[src/ors_params.svh]
/*
  Register offsets, field positions, reset values and timing figures for the
  dual-role session controller. Assumes a 40 MHz logic clock and byte
  addressing on a 32-bit classic Wishbone bus.
*/
`ifndef ORS_PARAMS_SVH
`define ORS_PARAMS_SVH

// ----------------------------------------------------------------
// Register byte offsets
// ----------------------------------------------------------------
`define ORS_ADR_CTRL 8'h00
`define ORS_ADR_STATUS 8'h04
`define ORS_ADR_RAMP 8'h08
`define ORS_ADR_AWAIT 8'h0c
`define ORS_ADR_SUSP 8'h10
`define ORS_ADR_DEB 8'h14
`define ORS_ADR_HOLD 8'h18
`define ORS_ADR_RST 8'h1c
`define ORS_ADR_ACK 8'h20

// ----------------------------------------------------------------
// Control register fields
// ----------------------------------------------------------------
`define ORS_C_BUS_USE 0
`define ORS_C_DROP 1
`define ORS_C_ENUM_DONE 2
`define ORS_C_SUPPORTED 3
`define ORS_C_PERMIT_OK 4
`define ORS_C_PERMIT_STALL 5
`define ORS_C_SUSP_NOPERMIT 6
`define ORS_C_CLR_ERR 7
`define ORS_C_SWAP_CAPABLE 8

// ----------------------------------------------------------------
// Status register fields
// ----------------------------------------------------------------
`define ORS_S_STATE_LO 0
`define ORS_S_STATE_HI 2
`define ORS_S_DRIVE 3
`define ORS_S_PULLUP 4
`define ORS_S_LINK_SUSP 5
`define ORS_S_ATTACHED 6
`define ORS_S_UNSUPPORTED 7
`define ORS_S_INCAPABLE 8
`define ORS_S_PERMIT 9
`define ORS_S_ARMED 10
`define ORS_S_RETURN_DUE 11
`define ORS_S_B_START 12

// ----------------------------------------------------------------
// Timing figures
// ----------------------------------------------------------------
`define ORS_CLK_MHZ 40
`define ORS_T_ACK_PULLUP_US 3000
`define ORS_T_CONN_HOLD_US 3000
`define ORS_T_BUS_RESET_US 10000
`define ORS_T_DEBOUNCE_US 2500
`define ORS_T_RAMP_US 100000
`define ORS_T_AWAIT_US 1000000
`define ORS_T_SUSP_US 200000
`define ORS_TMR_MAX 32'hffffffff

`endif

[src/ors_pkg.sv]
/*
  Types shared by the dual-role session controller.
  Assumes nothing beyond a SystemVerilog compiler.
*/
package ors_pkg;

  // ----------------------------------------------------------------
  // Session states
  // ----------------------------------------------------------------
  typedef enum logic [2:0] {
    S_REST,
    S_RAMP,
    S_AWAIT,
    S_HOSTING,
    S_SUSPENDED,
    S_PERIPHERAL,
    S_POWER_DOWN,
    S_OVERCURRENT
  } ors_state_t;

endpackage

[src/ors_timer.sv]
/*
  State timer: counts cycles since the last restart and flags when the
  programmed limit is reached. Assumes restart pulses on each state change.
*/
`timescale 1ns/1ps
`include "ors_params.svh"

module ors_timer (
  input wire logic ref_clk,
  input wire logic nrst,
  input wire logic restart,
  input wire logic [31:0] limit,
  output logic [31:0] count,
  output logic expired
);

  logic [31:0] count_r;
  logic [31:0] count_nxt;

  always_comb begin
    if (restart) begin
      count_nxt = 32'h0;
    end else if (count_r == `ORS_TMR_MAX) begin
      count_nxt = count_r;
    end else begin
      count_nxt = count_r + 32'h1;
    end
  end

  always_ff @(posedge ref_clk or negedge nrst) begin
    if (!nrst) begin
      count_r <= 32'h0;
    end else begin
      count_r <= count_nxt;
    end
  end

  assign count = count_r;
  assign expired = (count_r >= limit);

endmodule

[src/ors_fsm.sv]
/*
  Default-host session controller of a dual-role USB device with the role
  swap timing, behind a classic Wishbone register slave.
  Assumes line levels, supply comparators and plug sense are synchronous
  to ref_clk; enumeration and SetFeature traffic run in software.
*/
// Overview of operation
// - Suspend link when done with permit set
// - Pull-up on quickly after peer detach
// - Hold attach at least connect hold time
// - Armed SE0 watcher enables pull-up itself
// - Attach only after peer detach seen
// - Cable removal passes power down, rest
// - Rest to ramp on request, no drop
// - Ramp to await on supply or timeout
// - Await to hosting on peer attach
// - Await to power down on plug/drop/timeout
// - Await to overcurrent on supply loss
// - Drive bus reset entering hosting
// - Enumerate, report, then clear bus request
// - Grant permit; stall marks incapable; suspend
// - Suspend without permit, return later
// - Hosting to await on plug/drop/detach
// - Hosting to overcurrent on supply loss
// - State timer restarts on state change
// - Power down to rest on session end
// - Attach after debounced D+/D- high
`timescale 1ns/1ps
`include "ors_params.svh"

module ors_fsm #(
  parameter int unsigned RAMP_CYC = `ORS_T_RAMP_US * `ORS_CLK_MHZ,
  parameter int unsigned AWAIT_CYC = `ORS_T_AWAIT_US * `ORS_CLK_MHZ,
  parameter int unsigned SUSP_CYC = `ORS_T_SUSP_US * `ORS_CLK_MHZ,
  parameter int unsigned DEB_CYC = `ORS_T_DEBOUNCE_US * `ORS_CLK_MHZ,
  parameter int unsigned HOLD_CYC = `ORS_T_CONN_HOLD_US * `ORS_CLK_MHZ,
  parameter int unsigned RST_CYC = `ORS_T_BUS_RESET_US * `ORS_CLK_MHZ,
  parameter int unsigned ACK_CYC = `ORS_T_ACK_PULLUP_US * `ORS_CLK_MHZ
) (
  input wire logic ref_clk,
  input wire logic nrst,
  input wire logic wb_cyc_i,
  input wire logic wb_stb_i,
  input wire logic wb_we_i,
  input wire logic [7:0] wb_adr_i,
  input wire logic [3:0] wb_sel_i,
  input wire logic [31:0] wb_dat_i,
  output logic [31:0] wb_dat_o,
  output logic wb_ack_o,
  input wire logic plug_sense,
  input wire logic supply_valid,
  input wire logic supply_session_valid,
  input wire logic session_request_seen,
  input wire logic line_dp,
  input wire logic line_dm,
  input wire logic local_tx_active,
  output logic drive_supply,
  output logic pullup_en,
  output logic bus_reset_drive,
  output logic sof_enable,
  output logic link_suspend,
  output logic role_b_start
);

  // ----------------------------------------------------------------
  // Helpers
  // ----------------------------------------------------------------
  function automatic logic [31:0] ors_merge(input logic [31:0] old, input logic [31:0] dat,
                                            input logic [3:0] sel);
    logic [31:0] res;
    res = old;
    for (int i = 0; i < 4; i++) begin
      if (sel[i]) begin
        res[i*8 +: 8] = dat[i*8 +: 8];
      end
    end
    return res;
  endfunction

  function automatic logic ors_hit(input logic [7:0] adr, input logic [7:0] off);
    return adr == off;
  endfunction

  // ----------------------------------------------------------------
  // Bus slave and registers
  // ----------------------------------------------------------------
  ors_pkg::ors_state_t state_r, state_nxt;
  logic ack_r, ack_nxt;
  logic [31:0] dat_r, dat_nxt;
  logic [31:0] ctrl_r, ctrl_nxt;
  logic [31:0] ramp_r, ramp_nxt, await_r, await_nxt, susp_r, susp_nxt;
  logic [31:0] deb_r, deb_nxt, hold_r, hold_nxt, rst_r, rst_nxt, ackt_r, ackt_nxt;
  logic unsup_r, unsup_nxt, incap_r, incap_nxt;
  logic [31:0] status;
  logic wr_fire;
  logic [31:0] wr_val;
  logic enum_done, permit_ok, permit_stall, susp_nopermit, clr_err;

  // Writes land at the edge where the master sees ack
  assign wr_fire = wb_cyc_i & wb_stb_i & wb_we_i & ack_r;
  assign wr_val = ors_merge(32'h0, wb_dat_i, wb_sel_i);
  assign enum_done = wr_fire & ors_hit(wb_adr_i, `ORS_ADR_CTRL) & wr_val[`ORS_C_ENUM_DONE];
  assign permit_ok = wr_fire & ors_hit(wb_adr_i, `ORS_ADR_CTRL) & wr_val[`ORS_C_PERMIT_OK];
  assign permit_stall = wr_fire & ors_hit(wb_adr_i, `ORS_ADR_CTRL) & wr_val[`ORS_C_PERMIT_STALL];
  assign susp_nopermit = wr_fire & ors_hit(wb_adr_i, `ORS_ADR_CTRL) & wr_val[`ORS_C_SUSP_NOPERMIT];
  assign clr_err = wr_fire & ors_hit(wb_adr_i, `ORS_ADR_CTRL) & wr_val[`ORS_C_CLR_ERR];

  logic attached_r, permit_r, armed_r, pullup_r;
  logic [31:0] tmr_count;
  logic tmr_expired;
  logic reset_done;

  always_comb begin
    ack_nxt = wb_cyc_i & wb_stb_i & ~ack_r;
    dat_nxt = dat_r;
    if (wb_cyc_i && wb_stb_i && !ack_r) begin
      unique case (wb_adr_i)
        `ORS_ADR_CTRL: dat_nxt = ctrl_r;
        `ORS_ADR_STATUS: dat_nxt = status;
        `ORS_ADR_RAMP: dat_nxt = ramp_r;
        `ORS_ADR_AWAIT: dat_nxt = await_r;
        `ORS_ADR_SUSP: dat_nxt = susp_r;
        `ORS_ADR_DEB: dat_nxt = deb_r;
        `ORS_ADR_HOLD: dat_nxt = hold_r;
        `ORS_ADR_RST: dat_nxt = rst_r;
        `ORS_ADR_ACK: dat_nxt = ackt_r;
        default: dat_nxt = 32'h0;
      endcase
    end
    ctrl_nxt = ctrl_r;
    if (wr_fire && ors_hit(wb_adr_i, `ORS_ADR_CTRL)) begin
      // Action bits are pulses and never stored
      ctrl_nxt = ors_merge(ctrl_r, wb_dat_i, wb_sel_i) & 32'h0000010b;
    end
    if (state_r == ors_pkg::S_HOSTING && enum_done && reset_done) begin
      ctrl_nxt[`ORS_C_BUS_USE] = 1'b0;
    end
    ramp_nxt = ramp_r;
    await_nxt = await_r;
    susp_nxt = susp_r;
    deb_nxt = deb_r;
    hold_nxt = hold_r;
    rst_nxt = rst_r;
    ackt_nxt = ackt_r;
    if (wr_fire) begin
      unique case (wb_adr_i)
        `ORS_ADR_RAMP: ramp_nxt = ors_merge(ramp_r, wb_dat_i, wb_sel_i);
        `ORS_ADR_AWAIT: await_nxt = ors_merge(await_r, wb_dat_i, wb_sel_i);
        `ORS_ADR_SUSP: susp_nxt = ors_merge(susp_r, wb_dat_i, wb_sel_i);
        `ORS_ADR_DEB: deb_nxt = ors_merge(deb_r, wb_dat_i, wb_sel_i);
        `ORS_ADR_HOLD: hold_nxt = ors_merge(hold_r, wb_dat_i, wb_sel_i);
        `ORS_ADR_RST: rst_nxt = ors_merge(rst_r, wb_dat_i, wb_sel_i);
        `ORS_ADR_ACK: ackt_nxt = ors_merge(ackt_r, wb_dat_i, wb_sel_i);
        default: ;
      endcase
    end
    // Sticky flags: a new event beats a same-cycle write-one clear
    unsup_nxt = unsup_r;
    incap_nxt = incap_r;
    if (wr_fire && ors_hit(wb_adr_i, `ORS_ADR_STATUS)) begin
      unsup_nxt = unsup_r & ~wr_val[`ORS_S_UNSUPPORTED];
      incap_nxt = incap_r & ~wr_val[`ORS_S_INCAPABLE];
    end
    if (state_r == ors_pkg::S_HOSTING && enum_done && reset_done && !wr_val[`ORS_C_SUPPORTED]) begin
      unsup_nxt = 1'b1;
    end
    if (state_r == ors_pkg::S_HOSTING && permit_stall) begin
      incap_nxt = 1'b1;
    end
  end

  always_ff @(posedge ref_clk or negedge nrst) begin
    if (!nrst) begin
      ack_r <= 1'b0;
      dat_r <= 32'h0;
      ctrl_r <= 32'h0;
      ramp_r <= RAMP_CYC;
      await_r <= AWAIT_CYC;
      susp_r <= SUSP_CYC;
      deb_r <= DEB_CYC;
      hold_r <= HOLD_CYC;
      rst_r <= RST_CYC;
      ackt_r <= ACK_CYC;
      unsup_r <= 1'b0;
      incap_r <= 1'b0;
    end else begin
      ack_r <= ack_nxt;
      dat_r <= dat_nxt;
      ctrl_r <= ctrl_nxt;
      ramp_r <= ramp_nxt;
      await_r <= await_nxt;
      susp_r <= susp_nxt;
      deb_r <= deb_nxt;
      hold_r <= hold_nxt;
      rst_r <= rst_nxt;
      ackt_r <= ackt_nxt;
      unsup_r <= unsup_nxt;
      incap_r <= incap_nxt;
    end
  end

  assign wb_ack_o = ack_r;
  assign wb_dat_o = dat_r;

  // ----------------------------------------------------------------
  // Line sensing and attach debounce
  // ----------------------------------------------------------------
  logic line_se0, line_k, line_j;
  logic [31:0] att_cnt_r, att_cnt_nxt, idle_cnt_r, idle_cnt_nxt;
  logic attached_nxt, att_keep;

  assign line_se0 = ~line_dp & ~line_dm;
  assign line_k = ~line_dp & line_dm;
  assign line_j = line_dp & ~line_dm;
  assign att_keep = (state_r == ors_pkg::S_AWAIT) | (state_r == ors_pkg::S_HOSTING) |
                    (state_r == ors_pkg::S_SUSPENDED);

  always_comb begin
    attached_nxt = attached_r;
    att_cnt_nxt = 32'h0;
    if (!att_keep) begin
      attached_nxt = 1'b0;
    end else if ((line_dp | line_dm) != attached_r) begin
      // Level must differ for the whole debounce before it counts
      if (att_cnt_r + 32'h1 >= deb_r) begin
        attached_nxt = ~attached_r;
      end else begin
        att_cnt_nxt = att_cnt_r + 32'h1;
      end
    end
    idle_cnt_nxt = 32'h0;
    if (state_r == ors_pkg::S_PERIPHERAL && line_j && idle_cnt_r != `ORS_TMR_MAX) begin
      idle_cnt_nxt = idle_cnt_r + 32'h1;
    end
  end

  always_ff @(posedge ref_clk or negedge nrst) begin
    if (!nrst) begin
      attached_r <= 1'b0;
      att_cnt_r <= 32'h0;
      idle_cnt_r <= 32'h0;
    end else begin
      attached_r <= attached_nxt;
      att_cnt_r <= att_cnt_nxt;
      idle_cnt_r <= idle_cnt_nxt;
    end
  end

  // ----------------------------------------------------------------
  // Session state machine
  // ----------------------------------------------------------------
  logic drop, detach_seen, tmr_restart;
  logic [31:0] tmr_limit;
  logic permit_nxt, armed_nxt, pullup_nxt;

  assign drop = ctrl_r[`ORS_C_DROP];
  assign reset_done = tmr_count >= rst_r;
  // Armed watcher catches the peer detach with no software round trip
  assign detach_seen = armed_r & line_se0 & ~local_tx_active;
  assign tmr_restart = state_r != state_nxt;

  always_comb begin
    unique case (state_r)
      ors_pkg::S_RAMP: tmr_limit = ramp_r;
      ors_pkg::S_AWAIT: tmr_limit = await_r;
      ors_pkg::S_SUSPENDED: tmr_limit = susp_r;
      default: tmr_limit = `ORS_TMR_MAX;
    endcase
  end

  ors_timer u_timer (
    .ref_clk(ref_clk),
    .nrst(nrst),
    .restart(tmr_restart),
    .limit(tmr_limit),
    .count(tmr_count),
    .expired(tmr_expired)
  );

  always_comb begin
    state_nxt = state_r;
    unique case (state_r)
      ors_pkg::S_REST: begin
        if (!plug_sense && !drop && (ctrl_r[`ORS_C_BUS_USE] || session_request_seen)) begin
          state_nxt = ors_pkg::S_RAMP;
        end
      end
      ors_pkg::S_RAMP: begin
        if (plug_sense || drop) begin
          state_nxt = ors_pkg::S_POWER_DOWN;
        end else if (supply_valid || tmr_expired) begin
          state_nxt = ors_pkg::S_AWAIT;
        end
      end
      ors_pkg::S_AWAIT: begin
        if (plug_sense || drop || tmr_expired) begin
          state_nxt = ors_pkg::S_POWER_DOWN;
        end else if (!supply_valid) begin
          state_nxt = ors_pkg::S_OVERCURRENT;
        end else if (attached_r) begin
          state_nxt = ors_pkg::S_HOSTING;
        end
      end
      ors_pkg::S_HOSTING: begin
        if (plug_sense || drop || !attached_r) begin
          state_nxt = ors_pkg::S_AWAIT;
        end else if (!supply_valid) begin
          state_nxt = ors_pkg::S_OVERCURRENT;
        end else if (reset_done && (permit_ok || susp_nopermit)) begin
          state_nxt = ors_pkg::S_SUSPENDED;
        end
      end
      ors_pkg::S_SUSPENDED: begin
        if (plug_sense || drop || tmr_expired) begin
          state_nxt = ors_pkg::S_POWER_DOWN;
        end else if (!supply_valid) begin
          state_nxt = ors_pkg::S_OVERCURRENT;
        end else if (detach_seen) begin
          state_nxt = ors_pkg::S_PERIPHERAL;
        end else if (!attached_r) begin
          state_nxt = ors_pkg::S_AWAIT;
        end else if (line_k || ctrl_r[`ORS_C_BUS_USE]) begin
          state_nxt = ors_pkg::S_HOSTING;
        end
      end
      ors_pkg::S_PERIPHERAL: begin
        if (plug_sense || drop) begin
          state_nxt = ors_pkg::S_POWER_DOWN;
        end else if (!supply_valid) begin
          state_nxt = ors_pkg::S_OVERCURRENT;
        end else if (tmr_count >= hold_r && idle_cnt_r >= hold_r) begin
          state_nxt = ors_pkg::S_AWAIT;
        end
      end
      ors_pkg::S_POWER_DOWN: begin
        if (!supply_session_valid) begin
          state_nxt = ors_pkg::S_REST;
        end
      end
      ors_pkg::S_OVERCURRENT: begin
        if (plug_sense || clr_err) begin
          state_nxt = ors_pkg::S_POWER_DOWN;
        end
      end
    endcase
    // Permit lives until the swap attempt is over
    permit_nxt = permit_r;
    if (state_r == ors_pkg::S_HOSTING && state_nxt == ors_pkg::S_SUSPENDED) begin
      permit_nxt = permit_ok;
    end else if (state_nxt != ors_pkg::S_SUSPENDED && state_nxt != ors_pkg::S_PERIPHERAL) begin
      permit_nxt = 1'b0;
    end
    armed_nxt = (state_nxt == ors_pkg::S_SUSPENDED) & permit_nxt;
    pullup_nxt = state_nxt == ors_pkg::S_PERIPHERAL;
  end

  always_ff @(posedge ref_clk or negedge nrst) begin
    if (!nrst) begin
      state_r <= ors_pkg::S_REST;
      permit_r <= 1'b0;
      armed_r <= 1'b0;
      pullup_r <= 1'b0;
    end else begin
      state_r <= state_nxt;
      permit_r <= permit_nxt;
      armed_r <= armed_nxt;
      pullup_r <= pullup_nxt;
    end
  end

  // ----------------------------------------------------------------
  // Outputs and status
  // ----------------------------------------------------------------
  assign drive_supply = (state_r != ors_pkg::S_REST) & (state_r != ors_pkg::S_POWER_DOWN) &
                        (state_r != ors_pkg::S_OVERCURRENT);
  assign pullup_en = pullup_r;
  assign bus_reset_drive = (state_r == ors_pkg::S_HOSTING) & ~reset_done;
  assign sof_enable = (state_r == ors_pkg::S_HOSTING) & reset_done;
  assign link_suspend = state_r == ors_pkg::S_SUSPENDED;
  assign role_b_start = (state_r == ors_pkg::S_REST) & plug_sense;

  always_comb begin
    status = 32'h0;
    status[`ORS_S_STATE_HI:`ORS_S_STATE_LO] = state_r;
    status[`ORS_S_DRIVE] = drive_supply;
    status[`ORS_S_PULLUP] = pullup_r;
    status[`ORS_S_LINK_SUSP] = link_suspend;
    status[`ORS_S_ATTACHED] = attached_r;
    status[`ORS_S_UNSUPPORTED] = unsup_r;
    status[`ORS_S_INCAPABLE] = incap_r;
    status[`ORS_S_PERMIT] = permit_r;
    status[`ORS_S_ARMED] = armed_r;
    // Suspended without permit to a swap-capable peer: software owes a return
    status[`ORS_S_RETURN_DUE] = link_suspend & ~permit_r & ctrl_r[`ORS_C_SWAP_CAPABLE] & ~incap_r;
    status[`ORS_S_B_START] = role_b_start;
  end
endmodule

[config.mk]
export PLATFORM = sky130hd
export DESIGN_NAME = ors_fsm
export DESIGN_NICKNAME = d
export VERILOG_FILES = /design/src/ors_pkg.sv /design/src/ors_timer.sv /design/src/ors_fsm.sv
export VERILOG_INCLUDE_DIRS = /design/src
export SDC_FILE = /design/constraint.sdc
export NUM_CORES = 1
export LEC_CHECK = 0
export BUFFER_PORTS_ARGS = -buffer_cell sky130_fd_sc_hd__clkbuf_2
export CORE_MARGIN = 1
export CORE_UTILIZATION = 27
export DETAILED_ROUTE_END_ITERATION = 10
export PLACE_DENSITY = 0.4
export SKIP_CTS_REPAIR_TIMING = 1
export SLEW_MARGIN = 5
export SYNTH_ARGS = -nofsm -noshare
export SYNTH_HDL_FRONTEND = slang
export SYNTH_SLANG_ARGS = --single-unit
[constraint.sdc]
create_clock -name ref_clk -period 12.54 [get_ports ref_clk]
set_input_delay 2.508 -clock ref_clk [delete_from_list [all_inputs] [get_ports ref_clk]]
set_output_delay 2.508 -clock ref_clk [all_outputs]
set_load 0.01 [all_outputs]
-- Yosys cells after proc, flatten, opt, wreduce, memory -nomap -nowiden
Cells that the tools add are included.
- register bits after elaboration: 366
- output and inout bits: 39
- input port bits: 56
- logic and storage cells: 228
- order comparisons: 5
- bitwise logic cells: 39
- eq/ne operators: 28
- reduce and logical (&&, ||, !) cells: 68
- $add $sub $neg: 3
- muxes and demuxes: 42
- operator list (cell ; number):
    $pmux 32 s9 ; 1
    $mux 32 ; 6
    $ge 32x32->1 ; 5
    $add 32x1->32 const B ; 3
    $pmux 32 s3 ; 1
    $reduce_and 3->1 ; 28
    $mux 3 ; 19
    $eq 32x32->1 const B ; 1
    $eq 8x5->1 const B ; 4
    $ne 32x32->1 const B ; 1
    $and 1x1->1 ; 26
    $pmux 3 s8 ; 1
    $eq 3x3->1 const B ; 6
    $eq 8x4->1 const B ; 2
    $logic_and 1x1->1 ; 16
    $mux 1 ; 13
    $ne 3x3->1 const B ; 4
    $not 1->1 ; 10
    $eq 8x3->1 const B ; 1
    $eq 8x6->1 const B ; 1
    $logic_not 8->1 ; 1
    $logic_or 1x1->1 ; 8
    $mux 8 ; 1
    $reduce_and 2->1 ; 4
    other kinds (11) ; 22

-- Logic depth before layout (Yosys ltp)
Gate-level depths: netlist of run 1.
- depth in word-level cells: 16
- gate-level depth with buffers: 17
- depth with buffers taken out: 15

-- Cells and area by module
From an unflattened synthesis of run 1, not the netlist that was laid out.
- cell total of the unflattened synthesis: 2115
- area total of the unflattened synthesis: 21328.0 sq um
- modules (own cells, without submodules) (module ; sequential area each (sq um) ; instances ; area an instance (sq um) ; cells each):
    ors_fsm ; 8418.1 ; 1 ; 18815.5 ; 1825
    ors_timer ; 800.8 ; 1 ; 2512.4 ; 290

-- Least setup slack after synthesis of run 1
Ideal clock, no wire load.
- kind: input-to-output
- from: input plug_sense
- to: output role_b_start
- path slack: 7363 ps
- path buffers: 0
- data arrival time: 2669 ps
- data required time: 10032 ps
- cell stages on the path: 1
- cell sequence: and2_1
- word-level cells in the longest chain between the ends: 1
- RTL lines (element ; line ; RTL):
    from (decl) ; ors_fsm.sv:50 ; input wire logic plug_sense,
    $and 1x1->1 ; ors_fsm.sv:380 ; assign role_b_start = (state_r == ors_pkg::S_REST) & plug_sense;
    to (decl) ; ors_fsm.sv:62 ; output logic role_b_start
No other way between the ends.

-- Worst setup path after layout of run 1
- from: register u_timer.count_r[31], in the netlist u_timer.count[31]
- to: output sof_enable
- word-level cells in the longest chain between the ends: 2
- RTL lines (element ; line ; RTL):
    from (decl) ; ors_timer.sv:17 ; logic [31:0] count_r;
    from (signal assigned) ; ors_timer.sv:34 ; count_r <= count_nxt;
    $ge 32x32->1 ; ors_fsm.sv:257 ; assign reset_done = tmr_count >= rst_r;
    $and 1x1->1 ; ors_fsm.sv:378 ; assign sof_enable = (state_r == ors_pkg::S_HOSTING) & reset_done;
    to (decl) ; ors_fsm.sv:60 ; output logic sof_enable,
No other way between the ends.

==> results of run 1 <==
-- synthesized netlist by cell type, types with 4 or more instances --
master	n	share of area [%]
xnor2_1	54	2.3
a31oi_1	9	0.27
a21o_1	20	0.72
nor2b_1	5	0.15
or4_1	4	0.14
a21oi_1	56	1.3
a21boi_0	5	0.18
a211oi_1	9	0.32
nand3b_1	4	0.14
buf_1	6	0.11
clkbuf_1	66	1.2
o211ai_1	4	0.14
ha_1	163	9.8
o21ai_0	116	2.8
nand2_1	188	3.4
dfstp_2	48	6.1
dfrtp_1	318	38
and4_1	13	0.55
nor3b_1	36	1.3
nor2_1	123	2.2
buf_2	4	0.096
xor2_1	38	1.6
inv_1	122	2.2
a22oi_1	53	1.9
nand2b_1	10	0.30
nand3_1	95	2.3
a222oi_1	39	1.9
nand4_1	49	1.5
o22ai_1	35	1.1
a2111oi_0	5	0.21
mux2_2	166	9.0
nor4_1	13	0.39
and3_1	19	0.57
and2_1	9	0.27
a221oi_1	10	0.42
a22o_1	36	1.5
nor3_1	56	1.3
-- per-layer routing --
metal | up-vias | wire (um) | part of all wire [%]
li1 | 7747 | - | -
met3 | 72 | 2890 | 4.0
met1 | 8352 | 34800 | 48
met4 | 2 | 1090 | 1.5
met5 | - | 8 | 0.011
met2 | 336 | 33000 | 46
-- how the worst min path moves through the flow --
stage / end / slack [ns] / cells after the start
3_5_place_dp: unsup_r$_DFFE_PN0P_ / 0.48 / 2
4_1_cts: unsup_r$_DFFE_PN0P_ / 0.50 / 2
3_3_place_gp: unsup_r$_DFFE_PN0P_ / 0.45 / 2
2_1_floorplan: unsup_r$_DFFE_PN0P_ / 0.44 / 2
6_report: unsup_r$_DFFE_PN0P_ / 0.50 / 2
5_1_grt: wb_dat_o[13]$_DFFE_PN0P_ / 0.51 / 1
-- tightest hold or removal path: stages (launching register included) --
cell and delay (ns):
dfrtp_1 0.35, nand2_1 0.06, nand2_1 0.05
-- logic make-up (layout without fill, tap and decap cells) --
kind of cell,after synthesis,in the layout,share of synthesized area [%]
AOI/OAI and AO/OA,426,426,14.0
DFF,366,366,44.3
buffers and inverters,201,327,3.76
and+or+nand+nor,635,635,15.0
muxes,170,170,9.21
xor gates and xnor gates,92,92,3.88
adders and majority gates,163,163,9.81
-- flip-flops by register name, summed over array words and instances (netlist names), 3 cells and up --
register	count
ctrl_r	4
att_cnt_r	32
u_timer.count	32
state_r	3
deb_r	32
idle_cnt_r	32
await_r	32
hold_r	32
ramp_r	32
rst_r	32
wb_dat_o	32
ackt_r	32
susp_r	32
-- report_power, final --
group / switching, mW / total, mW / internal [mW] / leakage, nW
Sequential: 0.0326 / 1.23 / 1.19 / 4.68
Clock: 0.550 / 1.39 / 0.840 / 0.765
Combinational: 0.513 / 0.711 / 0.197 / 5.75
-- final cells by class --
class	instances	area share [%]
tap	1030	5.36
timing repair buffer	119	2.78
clock inverter	16	0.707
clock buffer	70	5.88
multi-input combinational	1486	45.1
inverter	122	1.90
sequential	366	38.3
==> results.ini, run 1 <==
[detailed_routing]
vias=16500
antenna_left=0
wl_um=71800
drc=0
wl_per_cell_um=22.4
avgViaCountPerCell=5.14
drt_pass1_iterations=6
drt_iter0_markers=1439

[clock_network]
cts_tree=done
numClockSinks=366
cts-root-buf=clkbuf_16
cts_buffer_depth=3
htree_levels=2
clk_pin_slew_worst_paths_ns=0.06
cts_buffers=46
clk_latency_ns=0.58

[critical_path]
r2r_cells=15
crit_path_end=sof_enable
startpoint_type=register
crit_required_ns=10.03
cp_cell_sequence=ha_1 -> nand4_1 -> nor4_1 -> o311ai_0 -> o211ai_1 -> nor2_1 -> nor2_1 -> clkbuf_2
worstSetupPathType=reg -> out
endpoint_kind=output pin
cp_max_fo=6
reg2reg_to=u_timer.count[14]$_DFFE_PN0P_
cp_common_cell=nor2_1
cp_num_cells=8
r2r-start=state_r[0]$_DFF_PN0_
cpLargestDelayFamily=simple AND/OR/NAND/NOR gates
r2r_setup_slack_ns=7.23
cp_slowest_stage_delay_ns=0.80
crit_slowest_cell=nor4_1
critPathLaunch=u_timer.count[31]$_DFFE_PN0P_
arrival_ns=3.72
cp.buffers_inverters=1

[logic_synthesis]
synth.avg_cell_area_um2=10.1
ys_async_sr_fraction_pct=100
syn_inst=2053
synth-edff-count=0
synth_nets=2272
synth_cell_types=66
ys_seq_elements=366
synth.cell_area_mm2=0.0208
ys_seq_area_share_pct=44.3
synthFlopType=dfrtp_1
ys.warnings.count=0

[floorplanning]
io_pins=95
core-area_mm2=0.0761
rows=101
dieArea_mm2=0.0781
start_util_pct=27.3
die_x_um=279
die_y_um=279

[cells_and_area]
multi_input_area_mm2=0.0108
n_antenna_cell=0
fill_cells=7901
synthToLayoutAreaGrowth_pct=15.7
layout_common_cells=dfrtp_1, nand2_1, mux2_2
register_area_mm2=0.00922
num-nets-final=2360
fin_util_pct=31.6
fin_area_mm2=0.0241
drive_above_1_share_pct=19.6
final_common_cell=dfrtp_1
finalNonFillerCells=3209

[grt]
grt_max_degree=100
met3_usage_pct=2.41
grt_pass1_wl_um=110000
antenna_found_initial=1
grt_pass1_vias=16800
grt_use_total_pct=18.4
grt_use_met2_pct=29.7
top_usage_layer=met2
grt_use_met1_pct=26.4
gr-total-overflow=0

[job]
cap_violations=0

[placement]
io_buffers=94
post-dp-hpwl_um=53000
place_congestion=0.874
place_area_mm2=0.0225
post-place-cells=3123
place_ws_ns=6.87

[hold_path]
hold_path.class=reg -> reg
hold_path_startpoint=unsup_r$_DFFE_PN0P_

[sta]
min_period_over_period_pct=49.7
clock.fmax_mhz=161
rsz0062_at_grt=no
hold_viol=0
finalSetupTns_ns=0
tightest_slew_ns=1.18
setup_viol=0
skew_ns=0.0159
timing.hold.ws_ns=0.502
setup_ws_ns=6.31
finalCriticalPeriod_ns=6.23
slew_headroom_pct=20.4
slew_violations=0

[status]
status=complete, no violations

[power_and_ir_drop]
power_density_mw_per_mm2=138
fin_total_pwr_mw=3.33
leakagePower_nw=11.2
ir_drop_uv=98.1

No activity file was read; power rests on OpenSTA's default activity.
==> run 2, diff against run 1 <==
--- a/config.mk
+++ b/config.mk
@@ -6,6 +6,7 @@
 export SDC_FILE = /design/constraint.sdc
 export NUM_CORES = 1
 export LEC_CHECK = 0
+export ABC_AREA = 1
 export BUFFER_PORTS_ARGS = -buffer_cell sky130_fd_sc_hd__clkbuf_2
 export CORE_MARGIN = 1
 export CORE_UTILIZATION = 27
==> constraint.sdc (replaced) <==
create_clock -name ref_clk -period 6.55 [get_ports ref_clk]
set_input_delay 1.31 -clock ref_clk [delete_from_list [all_inputs] [get_ports ref_clk]]
set_output_delay 1.31 -clock ref_clk [all_outputs]
set_load 0.01 [all_outputs]
==> run 2 against run 1 <==
- largest cell class unchanged
- core utilization decreased by 0.10 points
- final cell count rose by 20%
- critical path type is now reg -> reg
- global-route usage increased by 1.1 points
==> results.ini, run 2 <==
[detailed_routing]
drc=0  ; unchanged
vias=18700  ; was 16,500
drt_iter0_markers=1345  ; was 1,439
wl_um=78900  ; was 71,800 um
antenna_left=0  ; unchanged
drt_pass1_iterations=6  ; unchanged
top_layer_used=met4  ; was met5
wl_per_cell_um=20.5  ; was 22.4 um
avgViaCountPerCell=4.86  ; was 5.14
route.met3.wl_um=3350  ; was 2890 um
wl_met2_um=35200  ; was 33,000 um
met1_length_um=38800  ; was 34,800 um

[grt]
grt_max_degree=110  ; was 100
antenna_found_initial=3  ; was 1
gr-total-overflow=0  ; unchanged
grt_pass1_vias=18600  ; was 16,800
grt_use_total_pct=19.5  ; was 18.4%
grt_pass1_wl_um=119000  ; was 110,000 um

[sta]
timing.hold.ws_ns=0.481  ; was 0.502 ns
tightest_slew_ns=1.13  ; was 1.18 ns
clock.fmax_mhz=210
min_period_over_period_pct=72.8
setup_ws_ns=1.78  ; was 6.31 ns
hold_viol=0  ; unchanged
skew_ns=0.0154  ; was 0.0159 ns
slew_headroom_pct=24.7  ; was 20.4%
rsz0062_at_grt=no  ; unchanged
slew_violations=0  ; unchanged
finalSetupTns_ns=0  ; unchanged
setup_viol=0  ; unchanged
finalCriticalPeriod_ns=4.77

[cells_and_area]
final_common_cell=nand2_1  ; was dfrtp_1
num-nets-final=2984  ; was 2,360
finalNonFillerCells=3841  ; was 3,209
drive_above_1_share_pct=12.0  ; was 19.6%
layout_common_cells=nand2_1, inv_1, dfrtp_1  ; was dfrtp_1, nand2_1, mux2_2
fin_area_mm2=0.0245  ; was 0.0241 mm2
n_antenna_cell=0  ; unchanged
synthToLayoutAreaGrowth_pct=14.9  ; was 15.7%

[job]
cap_violations=0  ; unchanged

[logic_synthesis]
synth_most_common_cell=nand2_1  ; was dfrtp_1
syn_inst=2670  ; was 2,053
yosysTopAreaCell=dfrtp_1  ; unchanged
synthTopCellsByArea=dfrtp_1, nand2_1, ha_1  ; was dfrtp_1, ha_1, mux2_2
synth_nets=2889  ; was 2,272
ys_async_sr_fraction_pct=100  ; unchanged
synth.avg_cell_area_um2=8.00  ; was 10.1 um2
ys_seq_area_share_pct=43.1  ; was 44.3%
ys_seq_elements=366  ; unchanged
synth_top_area_share_pct=37.2  ; was 38.3%
ys.warnings.count=0  ; unchanged
synth_cell_types=59  ; was 66
synth-edff-count=0  ; unchanged
synth.cell_area_mm2=0.0214  ; was 0.0208 mm2
synthFlopType=dfrtp_1  ; unchanged
synth_common_cells=nand2_1, inv_1, dfrtp_1  ; was dfrtp_1, nand2_1, mux2_2

[critical_path]
cp_slowest_stage_delay_ns=0.54  ; was 0.80 ns
cp_common_cell=nor2_1  ; unchanged
startpoint_type=register  ; unchanged
cp_max_fo=32  ; was 6
worstSetupPathType=reg -> reg  ; was reg -> out
cp_cell_sequence=nor2_1 -> inv_1 -> nor2_2 -> buf_4 -> clkinv_1 -> o22ai_1 -> a211oi_1 -> ha_1 -> nand2_1 -> inv_1 -> nor2_1 -> o21ai_0 -> a21oi_1 -> nand2_1 -> nand2_1 -> nand4_1 -> o21ai_0 -> nand3_1 -> nor2_1 -> a21oi_1 -> nor2_2 -> nand2_2 -> nor2_1  ; was ha_1 -> nand4_1 -> nor4_1 -> o311ai_0 -> o211ai_1 -> nor2_1 -> nor2_1 -> clkbuf_2
cp.buffers_inverters=4  ; was 1
crit_required_ns=7.04  ; was 10.03 ns
cpLargestDelayFamily=simple AND/OR/NAND/NOR gates  ; unchanged
crit_slowest_cell=nand2_2  ; was nor4_1
arrival_ns=5.26  ; was 3.72 ns
endpoint_kind=register  ; was output pin

[clock_network]
numClockSinks=366  ; unchanged
clk_latency_ns=0.59  ; was 0.58 ns
cts-root-buf=clkbuf_16  ; unchanged
cts_tree=done  ; unchanged
htree_levels=2  ; unchanged
cts_buffers=45  ; was 46
clk_pin_slew_worst_paths_ns=0.06  ; about the same
cts_buffer_depth=3  ; unchanged

[placement]
place_ws_ns=1.52  ; was 6.87 ns
place_congestion=0.872  ; was 0.874
post-place-cells=3758  ; was 3,123
post-dp-hpwl_um=60100  ; was 53,000 um
place_area_mm2=0.0231  ; was 0.0225 mm2
io_buffers=94  ; unchanged

[power_and_ir_drop]
ir_drop_uv=293  ; was 98.1 uV
leakagePower_nw=11.2  ; about the same
power_density_mw_per_mm2=242  ; was 138 mW/mm2

[status]
status=complete, no violations  ; unchanged

[hold_path]
hold_path.class=reg -> reg  ; unchanged

[floorplanning]
die_y_um=283  ; was 279 um
io_pins=95  ; unchanged
rows=102  ; was 101
start_util_pct=27.5  ; was 27.3%
die_x_um=283  ; was 279 um
dieArea_mm2=0.0803  ; was 0.0781 mm2
core-area_mm2=0.0778  ; was 0.0761 mm2

==> run 2: changes by cell type after synthesis, sizes merged, moves of 42 or more <==
cell,delta
nand2,+478
inv,+235
o21ai,+188
mux2,-151
nor2,+112
a22oi,-53
nand3,-46
xnor2,-42
==> run 2: cell families after synthesis <==
group	count (synthesis)	share of synthesized area, %
buffers and inverters	437	7.86
xor gates and xnor gates	52	2.13
muxes	17	0.890
DFF	366	43.1
adders and majority gates	163	9.54
and+or+nand+nor	1071	21.1
AOI/OAI and AO/OA	564	15.3
==> run 2: tightest hold or removal path, cell delays in order (launching register included) <==
cell	delay (ns)
dfrtp_1	0.34
nand2_1	0.05
o21ai_0	0.06
==> run 2: stage by stage <==
| step | util (%) | total power, mW |
|---|---|---|
| 6_report | 31.5 | 5.94 |
| 5_1_grt | 31.5 | 6.23 |
| 4_1_cts | 31.5 | 6.01 |
| 3_5_place_dp | 29.7 | 3.49 |
| 3_3_place_gp | 29.7 | 3.45 |
| 2_1_floorplan | - | 3.10 |
==> run 2: layer usage <==
layer	track usage, %	vias to the layer above
met5	0	-
met4	4.45	0
met3	2.64	86
met2	30.7	438
met1	28.3	9100
li1	-	9062
==> run 2: power by group <==
group          switching, mW  internal, mW  leakage [nW]
combinational          0.783         0.324          5.56
clock                   1.05          1.45         0.711
sequential            0.0473          2.29          4.92
==> run 2: cell type report <==
class / count / area [um2]
sequential: 366 / 9220
tap: 1040 / 1300
multi-input combinational: 1867 / 10500
inverter: 362 / 1360
timing repair buffer: 123 / 723
clock buffer: 67 / 1300
clock inverter: 16 / 143
fill: 8363 / 53300
==> run 2: final timing paths <==
path / from / to / slack (ns) / cells after the start
setup / recovery: state_r[1]$_DFF_PN0_ / u_timer.count[0]$_DFFE_PN0P_ / 1.78 / 23
hold / removal: hold_r[24]$_DFFE_PN0P_ / hold_r[24]$_DFFE_PN0P_ / 0.48 / 2
setup reg to reg: state_r[1]$_DFF_PN0_ / u_timer.count[0]$_DFFE_PN0P_ / 1.78 / 23
hold reg to reg: hold_r[24]$_DFFE_PN0P_ / hold_r[24]$_DFFE_PN0P_ / 0.48 / 2
max in group asynchronous: nrst / wb_dat_o[9]$_DFFE_PN0P_ / 4.33 / 2
min in group asynchronous: nrst / hold_r[3]$_DFFE_PN0P_ / 0.69 / 1
